### src/verilog/pst_pkg.sv
// Package for the status and trim register group of the PFC controller
package pst_pkg;

  localparam int ADDR_W = 16;
  localparam int DATA_W = 16;
  localparam int ADC_W = 12;
  localparam int PWM_W = 10;
  localparam int POWER_W = 16;

  // Register offsets
  localparam logic [15:0] OFS_CS_GAIN_TRIM_HIGH = 16'hfe7e;
  localparam logic [15:0] OFS_CS_OFFSET_TRIM_HIGH = 16'hfe7f;
  localparam logic [15:0] OFS_STICKY_FLAGS_ZERO = 16'hfe80;
  localparam logic [15:0] OFS_STICKY_FLAGS_ONE = 16'hfe81;
  localparam logic [15:0] OFS_STICKY_FLAGS_TWO = 16'hfe82;
  localparam logic [15:0] OFS_DUTY_VALUE_READBACK = 16'hfe84;
  localparam logic [15:0] OFS_MAINS_PERIOD_READBACK = 16'hfe85;
  localparam logic [15:0] OFS_TEMPERATURE_READBACK = 16'hfe86;
  localparam logic [15:0] OFS_METER_OFFSET_TRIM_HIGH = 16'hfe8e;

  // Reset values
  localparam logic [7:0] TRIM_RST = 8'h00;
  localparam logic [7:0] FLAGS_RST = 8'h00;

  // Trim field layout: sign on top, magnitude below
  localparam int TRIM_SIGN_BIT = 7;
  localparam int TRIM_MAG_W = 7;

  // Implemented bits of each sticky register, reserved read as zero
  localparam logic [7:0] FLAGS_ZERO_MASK = 8'hff;
  localparam logic [7:0] FLAGS_ONE_MASK = 8'h7f;
  localparam logic [7:0] FLAGS_TWO_MASK = 8'h3e;

  // Value reported when the line period cannot be measured
  localparam logic [7:0] PERIOD_MAX = 8'hff;
  // One period count, nanoseconds (163.84 us)
  localparam int PERIOD_STEP_NS = 163840;

  // Gain trim magnitude scale: correction = sample * mag / 2**GAIN_SHIFT
  localparam int GAIN_SHIFT = 10;
  // Meter offset step is 0.0625/128 = 1/2048 of full input power
  localparam int METER_STEP_DIV_LOG2 = 11;
  localparam int METER_STEP_SHIFT = POWER_W - METER_STEP_DIV_LOG2;

  // Event conditions from the control loops, each setting one sticky bit
  typedef struct packed {
    logic max_modulation;
    logic min_modulation;
    logic divider_open_fault;
    logic quick_overvoltage_trip;
    logic input_sag_flag;
    logic ramp_fast_filter;
    logic inrush_relay_off;
    logic nvm_unlocked;
    logic nvm_check_fail;
    logic address_marginal;
    logic high_line;
    logic quick_overcurrent_trip;
    logic sync_locked;
    logic low_power;
    logic fast_loop_active;
    logic core_rail_over;
    logic supply_rail_over;
    logic supply_rail_under;
  } pst_events_t;

  // Register access port from the management bus engine
  typedef struct packed {
    logic [ADDR_W-1:0] addr;
    logic wr;
    logic rd;
    logic [7:0] wdata;
  } pst_req_t;

  typedef struct packed {
    logic [7:0] gain_trim;
    logic [7:0] offset_trim;
    logic [7:0] meter_trim;
    logic [7:0] flags_zero;
    logic [7:0] flags_one;
    logic [7:0] flags_two;
    logic [DATA_W-1:0] rdata;
    logic wr_rejected;
    logic [15:0] adc_corr;
    logic [POWER_W-1:0] power_corr;
    logic [7:0] period_used;
  } pst_state_t;

endpackage

### src/verilog/pst_status_trim_regs.sv
// Status flags, monitors and calibration trims of the PFC controller
// Function
// - Current-sense trim writes are refused unless write access is unlocked.
// - Gain trim top bit is sign, one negative; low seven bits magnitude.
// - Eight-bit high-range offset trim is always subtracted from the raw sample.
// - Sticky flags stay set after their condition goes away.
// - Reading a sticky register returns it then clears only that register.
// - Register zero bit seven on upper modulation limit, bit six lower.
// - Register zero bit five when a sense divider seems open or faulty.
// - Register zero bit four when overvoltage comparator threshold is crossed.
// - Unknown line period uses maximum value and sets register zero bit three.
// - Register zero bit two while input is below turn-on level.
// - Register zero bit one during fast-filter ramp-up, bit zero relay off.
// - Register one bit six memory unlocked, bit five download check failed.
// - Register one bit four when address resistor is near a boundary.
// - Register one bit three when input exceeds the high line threshold.
// - Register one bit two on overcurrent trip, bit one on sync lock.
// - Register one bit zero is programmable input flag combination, pin low.
// - Register two bits three, two, one: core over, supply over, under.
// - Register two bit five low power, bit four fast loop active.
// - Duty readback returns the upper eight of ten duty bits.
// - Period readback is an eight-bit count of 163.84 us steps.
// - Temperature readback is sixteen bits holding a twelve-bit result.
// - Meter offset trim is sign plus seven-bit 1/2048 full power steps.
module pst_status_trim_regs (
  input wire logic clk_sys_i,
  input wire logic rst_b_i,
  input wire pst_pkg::pst_req_t req_i,
  input wire logic trim_unlock_i,
  input wire pst_pkg::pst_events_t events_i,
  input wire logic [3:0] input_flags_i,
  input wire logic [3:0] input_good_sel_i,
  input wire logic period_valid_i,
  input wire logic [7:0] period_meas_i,
  input wire logic [pst_pkg::PWM_W-1:0] duty_i,
  input wire logic [pst_pkg::ADC_W-1:0] temp_adc_i,
  input wire logic [pst_pkg::ADC_W-1:0] cs_adc_raw_i,
  input wire logic [pst_pkg::POWER_W-1:0] power_raw_i,
  output logic [pst_pkg::DATA_W-1:0] rdata_o,
  output logic wr_rejected_o,
  output logic [15:0] cs_adc_corr_o,
  output logic [pst_pkg::POWER_W-1:0] power_corr_o,
  output logic [7:0] period_used_o
);
  import pst_pkg::*;

  typedef enum logic [2:0] {
    SEL_NONE = 3'b001,
    SEL_CS_TRIM = 3'b010,
    SEL_OTHER = 3'b100
  } pst_sel_t;

  // Classifies an address for write protection
  function automatic pst_sel_t reg_class(input logic [ADDR_W-1:0] a);
    pst_sel_t s;
    s = SEL_NONE;
    if (a == OFS_CS_GAIN_TRIM_HIGH || a == OFS_CS_OFFSET_TRIM_HIGH) begin
      s = SEL_CS_TRIM;
    end else if (a == OFS_METER_OFFSET_TRIM_HIGH) begin
      s = SEL_OTHER;
    end
    return s;
  endfunction

  logic rst_sync1_q;
  logic rst_sync2_q;
  pst_state_t st_q;
  pst_state_t st_d;

  // Reset released through two flops
  always_ff @(posedge clk_sys_i or negedge rst_b_i) begin
    if (!rst_b_i) begin
      rst_sync1_q <= 1'b0;
      rst_sync2_q <= 1'b0;
    end else begin
      rst_sync1_q <= 1'b1;
      rst_sync2_q <= rst_sync1_q;
    end
  end

  logic [7:0] set_zero;
  logic [7:0] set_one;
  logic [7:0] set_two;
  logic period_unknown;
  logic input_good_flag;
  logic signed [21:0] off_corr;
  logic signed [21:0] gain_corr;
  logic signed [21:0] adc_sum;
  logic signed [17:0] pwr_step;
  logic signed [17:0] pwr_sum;
  pst_sel_t wsel;

  always_comb begin
    period_unknown = !period_valid_i;
    input_good_flag = |(input_flags_i & input_good_sel_i);
    set_zero = {events_i.max_modulation,
                events_i.min_modulation,
                events_i.divider_open_fault,
                events_i.quick_overvoltage_trip,
                period_unknown,
                events_i.input_sag_flag,
                events_i.ramp_fast_filter,
                events_i.inrush_relay_off} & FLAGS_ZERO_MASK;
    set_one = {1'b0,
               events_i.nvm_unlocked,
               events_i.nvm_check_fail,
               events_i.address_marginal,
               events_i.high_line,
               events_i.quick_overcurrent_trip,
               events_i.sync_locked,
               input_good_flag} & FLAGS_ONE_MASK;
    set_two = {2'b00,
               events_i.low_power,
               events_i.fast_loop_active,
               events_i.core_rail_over,
               events_i.supply_rail_over,
               events_i.supply_rail_under,
               1'b0} & FLAGS_TWO_MASK;

    // Offset always subtracted, then signed gain correction applied
    off_corr = 22'(signed'({1'b0, cs_adc_raw_i}))
             - 22'(signed'({1'b0, st_q.offset_trim}));
    gain_corr = (off_corr
              * 22'(signed'({1'b0, st_q.gain_trim[TRIM_MAG_W-1:0]})))
              >>> GAIN_SHIFT;
    adc_sum = st_q.gain_trim[TRIM_SIGN_BIT] ? off_corr - gain_corr
                                            : off_corr + gain_corr;

    // Meter offset in 1/2048 full-power steps, clamped to range
    pwr_step = 18'(st_q.meter_trim[TRIM_MAG_W-1:0]) <<< METER_STEP_SHIFT;
    pwr_sum = st_q.meter_trim[TRIM_SIGN_BIT]
            ? 18'({2'b00, power_raw_i}) - pwr_step
            : 18'({2'b00, power_raw_i}) + pwr_step;

    wsel = reg_class(req_i.addr);
  end

  always_comb begin
    st_d = st_q;
    st_d.wr_rejected = 1'b0;
    st_d.rdata = '0;

    // Hold flags; a read clears, but a live event still sets
    st_d.flags_zero = st_q.flags_zero | set_zero;
    st_d.flags_one = st_q.flags_one | set_one;
    st_d.flags_two = st_q.flags_two | set_two;

    if (req_i.rd) begin
      case (req_i.addr)
        OFS_CS_GAIN_TRIM_HIGH: st_d.rdata = {8'h00, st_q.gain_trim};
        OFS_CS_OFFSET_TRIM_HIGH: st_d.rdata = {8'h00, st_q.offset_trim};
        OFS_STICKY_FLAGS_ZERO: begin
          st_d.rdata = {8'h00, st_q.flags_zero};
          st_d.flags_zero = set_zero;
        end
        OFS_STICKY_FLAGS_ONE: begin
          st_d.rdata = {8'h00, st_q.flags_one};
          st_d.flags_one = set_one;
        end
        OFS_STICKY_FLAGS_TWO: begin
          st_d.rdata = {8'h00, st_q.flags_two};
          st_d.flags_two = set_two;
        end
        OFS_DUTY_VALUE_READBACK: begin
          st_d.rdata = {8'h00, duty_i[PWM_W-1:PWM_W-8]};
        end
        OFS_MAINS_PERIOD_READBACK: begin
          st_d.rdata = {8'h00, st_q.period_used};
        end
        OFS_TEMPERATURE_READBACK: begin
          st_d.rdata = {{(DATA_W-ADC_W){1'b0}}, temp_adc_i};
        end
        OFS_METER_OFFSET_TRIM_HIGH: st_d.rdata = {8'h00, st_q.meter_trim};
        default: st_d.rdata = '0;
      endcase
    end

    if (req_i.wr) begin
      case (wsel)
        SEL_CS_TRIM: begin
          // Calibration is protected against stray writes
          if (!trim_unlock_i) begin
            st_d.wr_rejected = 1'b1;
          end else if (req_i.addr == OFS_CS_GAIN_TRIM_HIGH) begin
            st_d.gain_trim = req_i.wdata;
          end else begin
            st_d.offset_trim = req_i.wdata;
          end
        end
        SEL_OTHER: st_d.meter_trim = req_i.wdata;
        SEL_NONE: st_d.wr_rejected = 1'b0;
        default: st_d.wr_rejected = 1'b0;
      endcase
    end

    // Unmeasurable period falls back to the longest count
    st_d.period_used = period_unknown ? PERIOD_MAX : period_meas_i;

    st_d.adc_corr = adc_sum[15:0];
    if (pwr_sum < 0) begin
      st_d.power_corr = '0;
    end else if (pwr_sum > 18'sh0ffff) begin
      st_d.power_corr = '1;
    end else begin
      st_d.power_corr = pwr_sum[POWER_W-1:0];
    end
  end

  always_ff @(posedge clk_sys_i or negedge rst_sync2_q) begin
    if (!rst_sync2_q) begin
      st_q <= '0;
      st_q.gain_trim <= TRIM_RST;
      st_q.offset_trim <= TRIM_RST;
      st_q.meter_trim <= TRIM_RST;
      st_q.flags_zero <= FLAGS_RST;
      st_q.flags_one <= FLAGS_RST;
      st_q.flags_two <= FLAGS_RST;
      st_q.period_used <= PERIOD_MAX;
    end else begin
      st_q <= st_d;
    end
  end

  assign rdata_o = st_q.rdata;
  assign wr_rejected_o = st_q.wr_rejected;
  assign cs_adc_corr_o = st_q.adc_corr;
  assign power_corr_o = st_q.power_corr;
  assign period_used_o = st_q.period_used;

endmodule

### config.mk
export PLATFORM = sky130hd
export DESIGN_NAME = pst_status_trim_regs
export DESIGN_NICKNAME = d
export VERILOG_FILES = /design/src/verilog/pst_pkg.sv /design/src/verilog/pst_status_trim_regs.sv
export SDC_FILE = /design/constraint.sdc
export NUM_CORES = 1
export LEC_CHECK = 0
export BUFFER_PORTS_ARGS = -buffer_cell sky130_fd_sc_hd__buf_2
export CORE_AREA = 2 2 126 128
export CTS_BUF_LIST = sky130_fd_sc_hd__clkbuf_2 sky130_fd_sc_hd__clkbuf_4 sky130_fd_sc_hd__clkbuf_8
export CTS_CLUSTER_DIAMETER = 200
export CTS_CLUSTER_SIZE = 10
export DETAILED_ROUTE_END_ITERATION = 7
export DIE_AREA = 0 0 128 130
export GPL_TIMING_DRIVEN = 1
export HOLD_SLACK_MARGIN = 0.12
export PLACE_DENSITY = 0.87
export RECOVER_POWER = 50
export SLEW_MARGIN = 5
export SYNTH_ARGS = -nofsm -noshare
export SYNTH_HDL_FRONTEND = slang
export SYNTH_SLANG_ARGS = --single-unit
### constraint.sdc
create_clock -name clk_sys_i -period 4.3 [get_ports clk_sys_i]
set_input_delay 0.86 -clock clk_sys_i [delete_from_list [all_inputs] [get_ports clk_sys_i]]
set_output_delay 0.86 -clock clk_sys_i [all_outputs]
set_load 0.02 [all_outputs]
Word level (Yosys, flattened, before mapping). Cells that the tools add are included.

Add/subtract/negate cells: 5. Multiply operators: 1. Order comparisons: 2. Equality and inequality tests: 11. Muxes and demuxes: 15. Bitwise gates (word level): 5. Reduce and logical (&&, ||, !) cells: 6.

Operator list (count): $eq 16x16->1 const B (9); $pmux 12 s9 (1); $mux 16 (3); $mux 40 (1); $mux 8 (4); $mul 13x8->21 (1); $gt 18x17->1 const B (1); $lt 18x1->1 const B (1); $mux 18 (1); $add 16x12->17 (1); $sub 16x12->17 (1); $add 13x11->14 (1); $sub 13x11->14 (1); $sub 12x8->13 (1); $or 8x6->8 (1); $or 8x7->8 (1); $or 8x8->8 (1); $reduce_and 4->1 (2); $mux 3 (2); $and 4x4->4 (1); $reduce_or 4->1 (1); $eq 3x2->1 const B (1); $eq 3x3->1 const B (1); $mux 1 (3); other kinds (4) (4).

Flip-flop bits (word level): 107. Bits of input ports: 114. Output and inout port bits: 57. Logic and storage cells: 58.

Longest topological paths before layout.
Word-level depth: 6. Gate-level depth with buffers: 40. Depth with buffers taken out: 40.

Least setup slack after synthesis. Ideal clock, no wire load.

Path kind: input to register. From: input port cs_adc_raw_i[0] (netlist bit). To: register st_q, in the netlist cs_adc_corr_o[14]. Data arrival time: 8.685 ns. Data required time: 4.166 ns. Slack: -4.519 ns. Stages: 39. Path buffers: 0. Path through: inv_1 ha_1 fa_1 nor2b_1 o21ai_0 nand2b_1 a21o_1 nand2_1 a21boi_1 o21a_1 nor2_1 xnor2_1 nand2b_1 fa_1 inv_1 fa_1 fa_1 inv_1 [... 3 more ...] a21oi_1 nand2_1 xor2_1 inv_1 ha_1 mux2_2 inv_1 ha_1 nor2b_1 o31a_1 or4_1 a31oi_1 nor2b_1 o21a_1 o41a_1 a21o_1 a21oi_1 xnor3_1.

Cells in the longest elaborated chain, start to end: 4.

RTL lines: start, declared (line pst_status_trim_regs.sv:37) `input wire logic [pst_pkg::ADC_W-1:0] cs_adc_raw_i,`; $sub 12x8->13 (*) (line pst_status_trim_regs.sv:122) `- 22'(signed'({1'b0, st_q.offset_trim}));`; $mul 13x8->21 (line pst_status_trim_regs.sv:124) `* 22'(signed'({1'b0, st_q.gain_trim[TRIM_MAG_W-1:0]})))`; $add 13x11->14 or $sub 13x11->14 (tied branches) (line pst_status_trim_regs.sv:127, pst_status_trim_regs.sv:126); $mux 16 (*) (line pst_status_trim_regs.sv:126) `adc_sum = st_q.gain_trim[TRIM_SIGN_BIT] ? off_corr - gain_corr`; end signal, assigned (line pst_status_trim_regs.sv:220) `st_q <= st_d;`; end, declared (line pst_status_trim_regs.sv:67) `pst_state_t st_q;`.

Mark *: on every way between the ends. The rest lies on a longest branch, timed or not. A chain may end at the register's enable or synchronous reset.

Worst setup path after layout.
From: input port cs_adc_raw_i[1] (netlist bit). To: register st_q, in the netlist cs_adc_corr_o[14].

Same word-level chain as after synthesis.

==> metrics.cfg <==
[outcome]
status = complete, but fails checks
failed_checks = capacitance limit, slew limit, setup timing

[synth]
synth_edf_count = 0
syn_inst = 995
yosys_register_bits = 97
synth_top_area_share_pct = 23.7
synth_cell_types = 69
syn-cell-area_um2 = 9420
synth_top_cell_by_area = dfrtp_1
avgSynthCellArea_um2 = 9.46
ys.flop_type = dfrtp_1
synthArstFlopShare_pct = 100
ys.warnings.count = 0
ys_seq_area_share_pct = 25.9
yosys-top-cells-area = dfrtp_1, fa_1, ha_1

[drt]
dr_wl_met3_um = 3190
remaining_drc_errors = 0
top_layer = met4
vias_per_cell = 6.30
drtAntennaViolNets = 0
drt_pass1_iterations = 7
routed_wl_um = 32000
wire_per_inst_um = 22.0
drtIter0Drc = 1088
wl_met1_um = 10700
vias = 9163
met2WireLength_um = 15100

[global_routing]
grt_overflow = 0
grt_usage_pct = 33.4
grt_pass1_vias = 9079
grt_pass1_wl_um = 43600
antenna_found_initial = 1
grt_max_degree = 65

[timing]
rsz0062_at_grt = true
fin_crit_ps = 8960
holdWs_ps = 217
hold_viol = 0
final.setup_skew_ps = 22.8
fin_ws_ps = -4660
setup_violations = 14
max_slew.worst_pin.slew_ps = 2590
drv_slew = 65
relSlewSlack_pct = -72.8
post-route-period-util_pct = 208
clock.fmax_ghz = 0.112

[finish]
nNetsFinal = 1522
drive_above_1_share_pct = 37.7
syn_to_final_growth_pct = 27.5
post-route-util_pct = 77.8

[pwr]
power_density_nw_per_um2 = 177
leakagePower_nw = 5.91
ir_worst_vdd_mv = 0.223

[critical_path]
slowest_delay_ps = 580
endpoint_kind = flop
rr_endpoint = cs_adc_corr_o[14]
timing.rr.start = st_q[90]
rr_worst_depth = 36
worstSetupStartpointType = input port
rrSetupSlack_ps = -4570
crit_arrival_ps = 9250
critPathKind = in2reg
slowest_stage = fa_1
crit_path_frequent_cell = fa_1
crit_fanout = 7
worstPathRequired_ps = 4590

[floorplan]
fp.dieArea_um2 = 16600
rows = 46
fp.dieH_um = 130
design.core.area_um2 = 15400
start_util_pct = 61.0
num_io_pins = 171
die_w_um = 128

[flow_run]
cap_violations = 1

[min_path]
hp-class = in2async

[clock_network]
clock-sinks = 97
cts_buffer_depth = 2
htree_num_levels = 3
insertion_delay_ps = 410
numCtsBuffers = 9
clk_pin_slew_ps = 110
root_buffer = clkbuf_8
cts_tree = built

[placed_design]
gp_congestion = 0.910
hpwl_um = 19200
io_buffers = 164

worst max-delay path by stage:
| stage | start | endpoint | slack (ps) | depth (start not counted) |
|---|---|---|---|---|
| after global routing | cs_adc_raw_i[1] | cs_adc_corr_o[14] | -4810 | 38 |
| after global placement | cs_adc_raw_i[1] | cs_adc_corr_o[14] | -4340 | 38 |
| after detailed placement | cs_adc_raw_i[1] | cs_adc_corr_o[14] | -4740 | 36 |
| after CTS | cs_adc_raw_i[0] | cs_adc_corr_o[14] | -4040 | 39 |
| final | cs_adc_raw_i[1] | cs_adc_corr_o[14] | -4660 | 36 |
| after floorplan | cs_adc_raw_i[0] | cs_adc_corr_o[14] | -4170 | 39 |
layout by cell type (no fill, tap or decap), drive strengths merged, types with 3 or more instances in the layout:
| master | instances |
|---|---|
| mux2 | 30 |
| dfstp | 8 |
| xnor2 | 32 |
| or3 | 3 |
| mux2i | 10 |
| o21ai | 25 |
| clkbuf | 22 |
| clkinv | 3 |
| nand3 | 8 |
| and2 | 46 |
| ha | 77 |
| o21bai | 6 |
| a21boi | 4 |
| nor3 | 14 |
| a222oi | 5 |
| nor3b | 6 |
| nor2b | 38 |
| xor2 | 10 |
| nand2b | 13 |
| a221oi | 10 |
| or2 | 3 |
| nand4b | 3 |
| dfrtp | 89 |
| inv | 152 |
| buf | 310 |
| conb | 5 |
| and3 | 5 |
| nor2 | 45 |
| and3b | 3 |
| nor4 | 9 |
| nand2 | 59 |
| fa | 74 |
| o21a | 13 |
| a31oi | 11 |
| or4 | 3 |
| a21o | 29 |
| or4b | 3 |
| a21oi | 42 |
through the flow:
stage                     worst slack [ps]  instance area, µm²  std cells  power (mW)  TNS, ps
after floorplan                      -4170                9580        998        1.26   -41670
after global placement               -4340               11100       1410        1.39   -46040
after CTS                            -4040               11700       1440        2.05   -41690
after global routing                 -4810               12000       1455        2.19   -52670
after detailed placement             -4740               11100       1410        1.41   -50700
final                                -4660               12000       1455        2.13   -50580
worst max-delay path, delay by kind of cell:
| family | cells | cell delay [ps] |
|---|---|---|
| simple gates | 8 | 1470 |
| xor+xnor | 3 | 610 |
| fa+ha+maj | 7 | 2720 |
| compound gates | 14 | 3090 |
| buf+inv | 4 | 470 |
sequential cells by signal (all words and copies together), names as in the netlist:
signal / count
pwr_step: 7
period_used_o: 8
rdata_o: 12
wr_rejected_o: 1
power_corr_o: 16
cs_adc_corr_o: 14
rst_sync1_q: 1
st_q: 37
rst_sync2_q: 1
per-layer routing:
metal	global-route usage, %	up-vias
met2	59.3	783
met5	0	-
met4	18.6	0
met1	38.4	4297
met3	6.15	309
li1	-	3774
cell families (layout without fill, tap and decap cells):
kind of cell,Yosys count,after routing,synth area share (%)
multiplexers,40,40,4.65
other,2,6,0.0798
buffers and inverters,223,487,11.1
adder cells (fa/ha/maj),151,151,26.0
AND/OR/NAND/NOR,267,267,15.4
AO/OA/AOI/OAI,172,172,12.7
flip-flops,97,97,25.9
XOR/XNOR,43,43,4.15
power by group:
group          switching [mW]  internal, mW
registers              0.0238         0.949
logic                   0.286         0.227
clock network           0.409         0.234
cell type report:
| cell class | count | area (µm²) |
|---|---|---|
| clock buffers | 9 | 124 |
| multi-input cells | 678 | 6500 |
| clock inverters | 7 | 83.8 |
| fillers | 882 | 3420 |
| flip-flops and latches | 97 | 2440 |
| repair buffers | 323 | 2050 |
| inverters | 148 | 566 |
| well taps | 192 | 240 |
| diodes | 1 | 2.50 |
cell usage after synthesis (21+ instances only):
cell type,n
inv_1,148
dfrtp_1,89
ha_1,77
fa_1,74
nand2_1,59
buf_4,56
and2_1,46
nor2_1,45
a21oi_1,41
nor2b_1,38
xnor2_1,32
mux2_2,30
a21o_1,29
o21ai_0,21
timing repair:
action / 4_1_cts / 5_1_grt
setup endpoints to repair: 14 / 14
gates resized for setup: 57 / 50
setup buffers: 15 / 16
cloned: 0 / 0
pin swaps: 38 / 74
hold buffers: 0 / 0
Power figures use the tool's default switching activity.
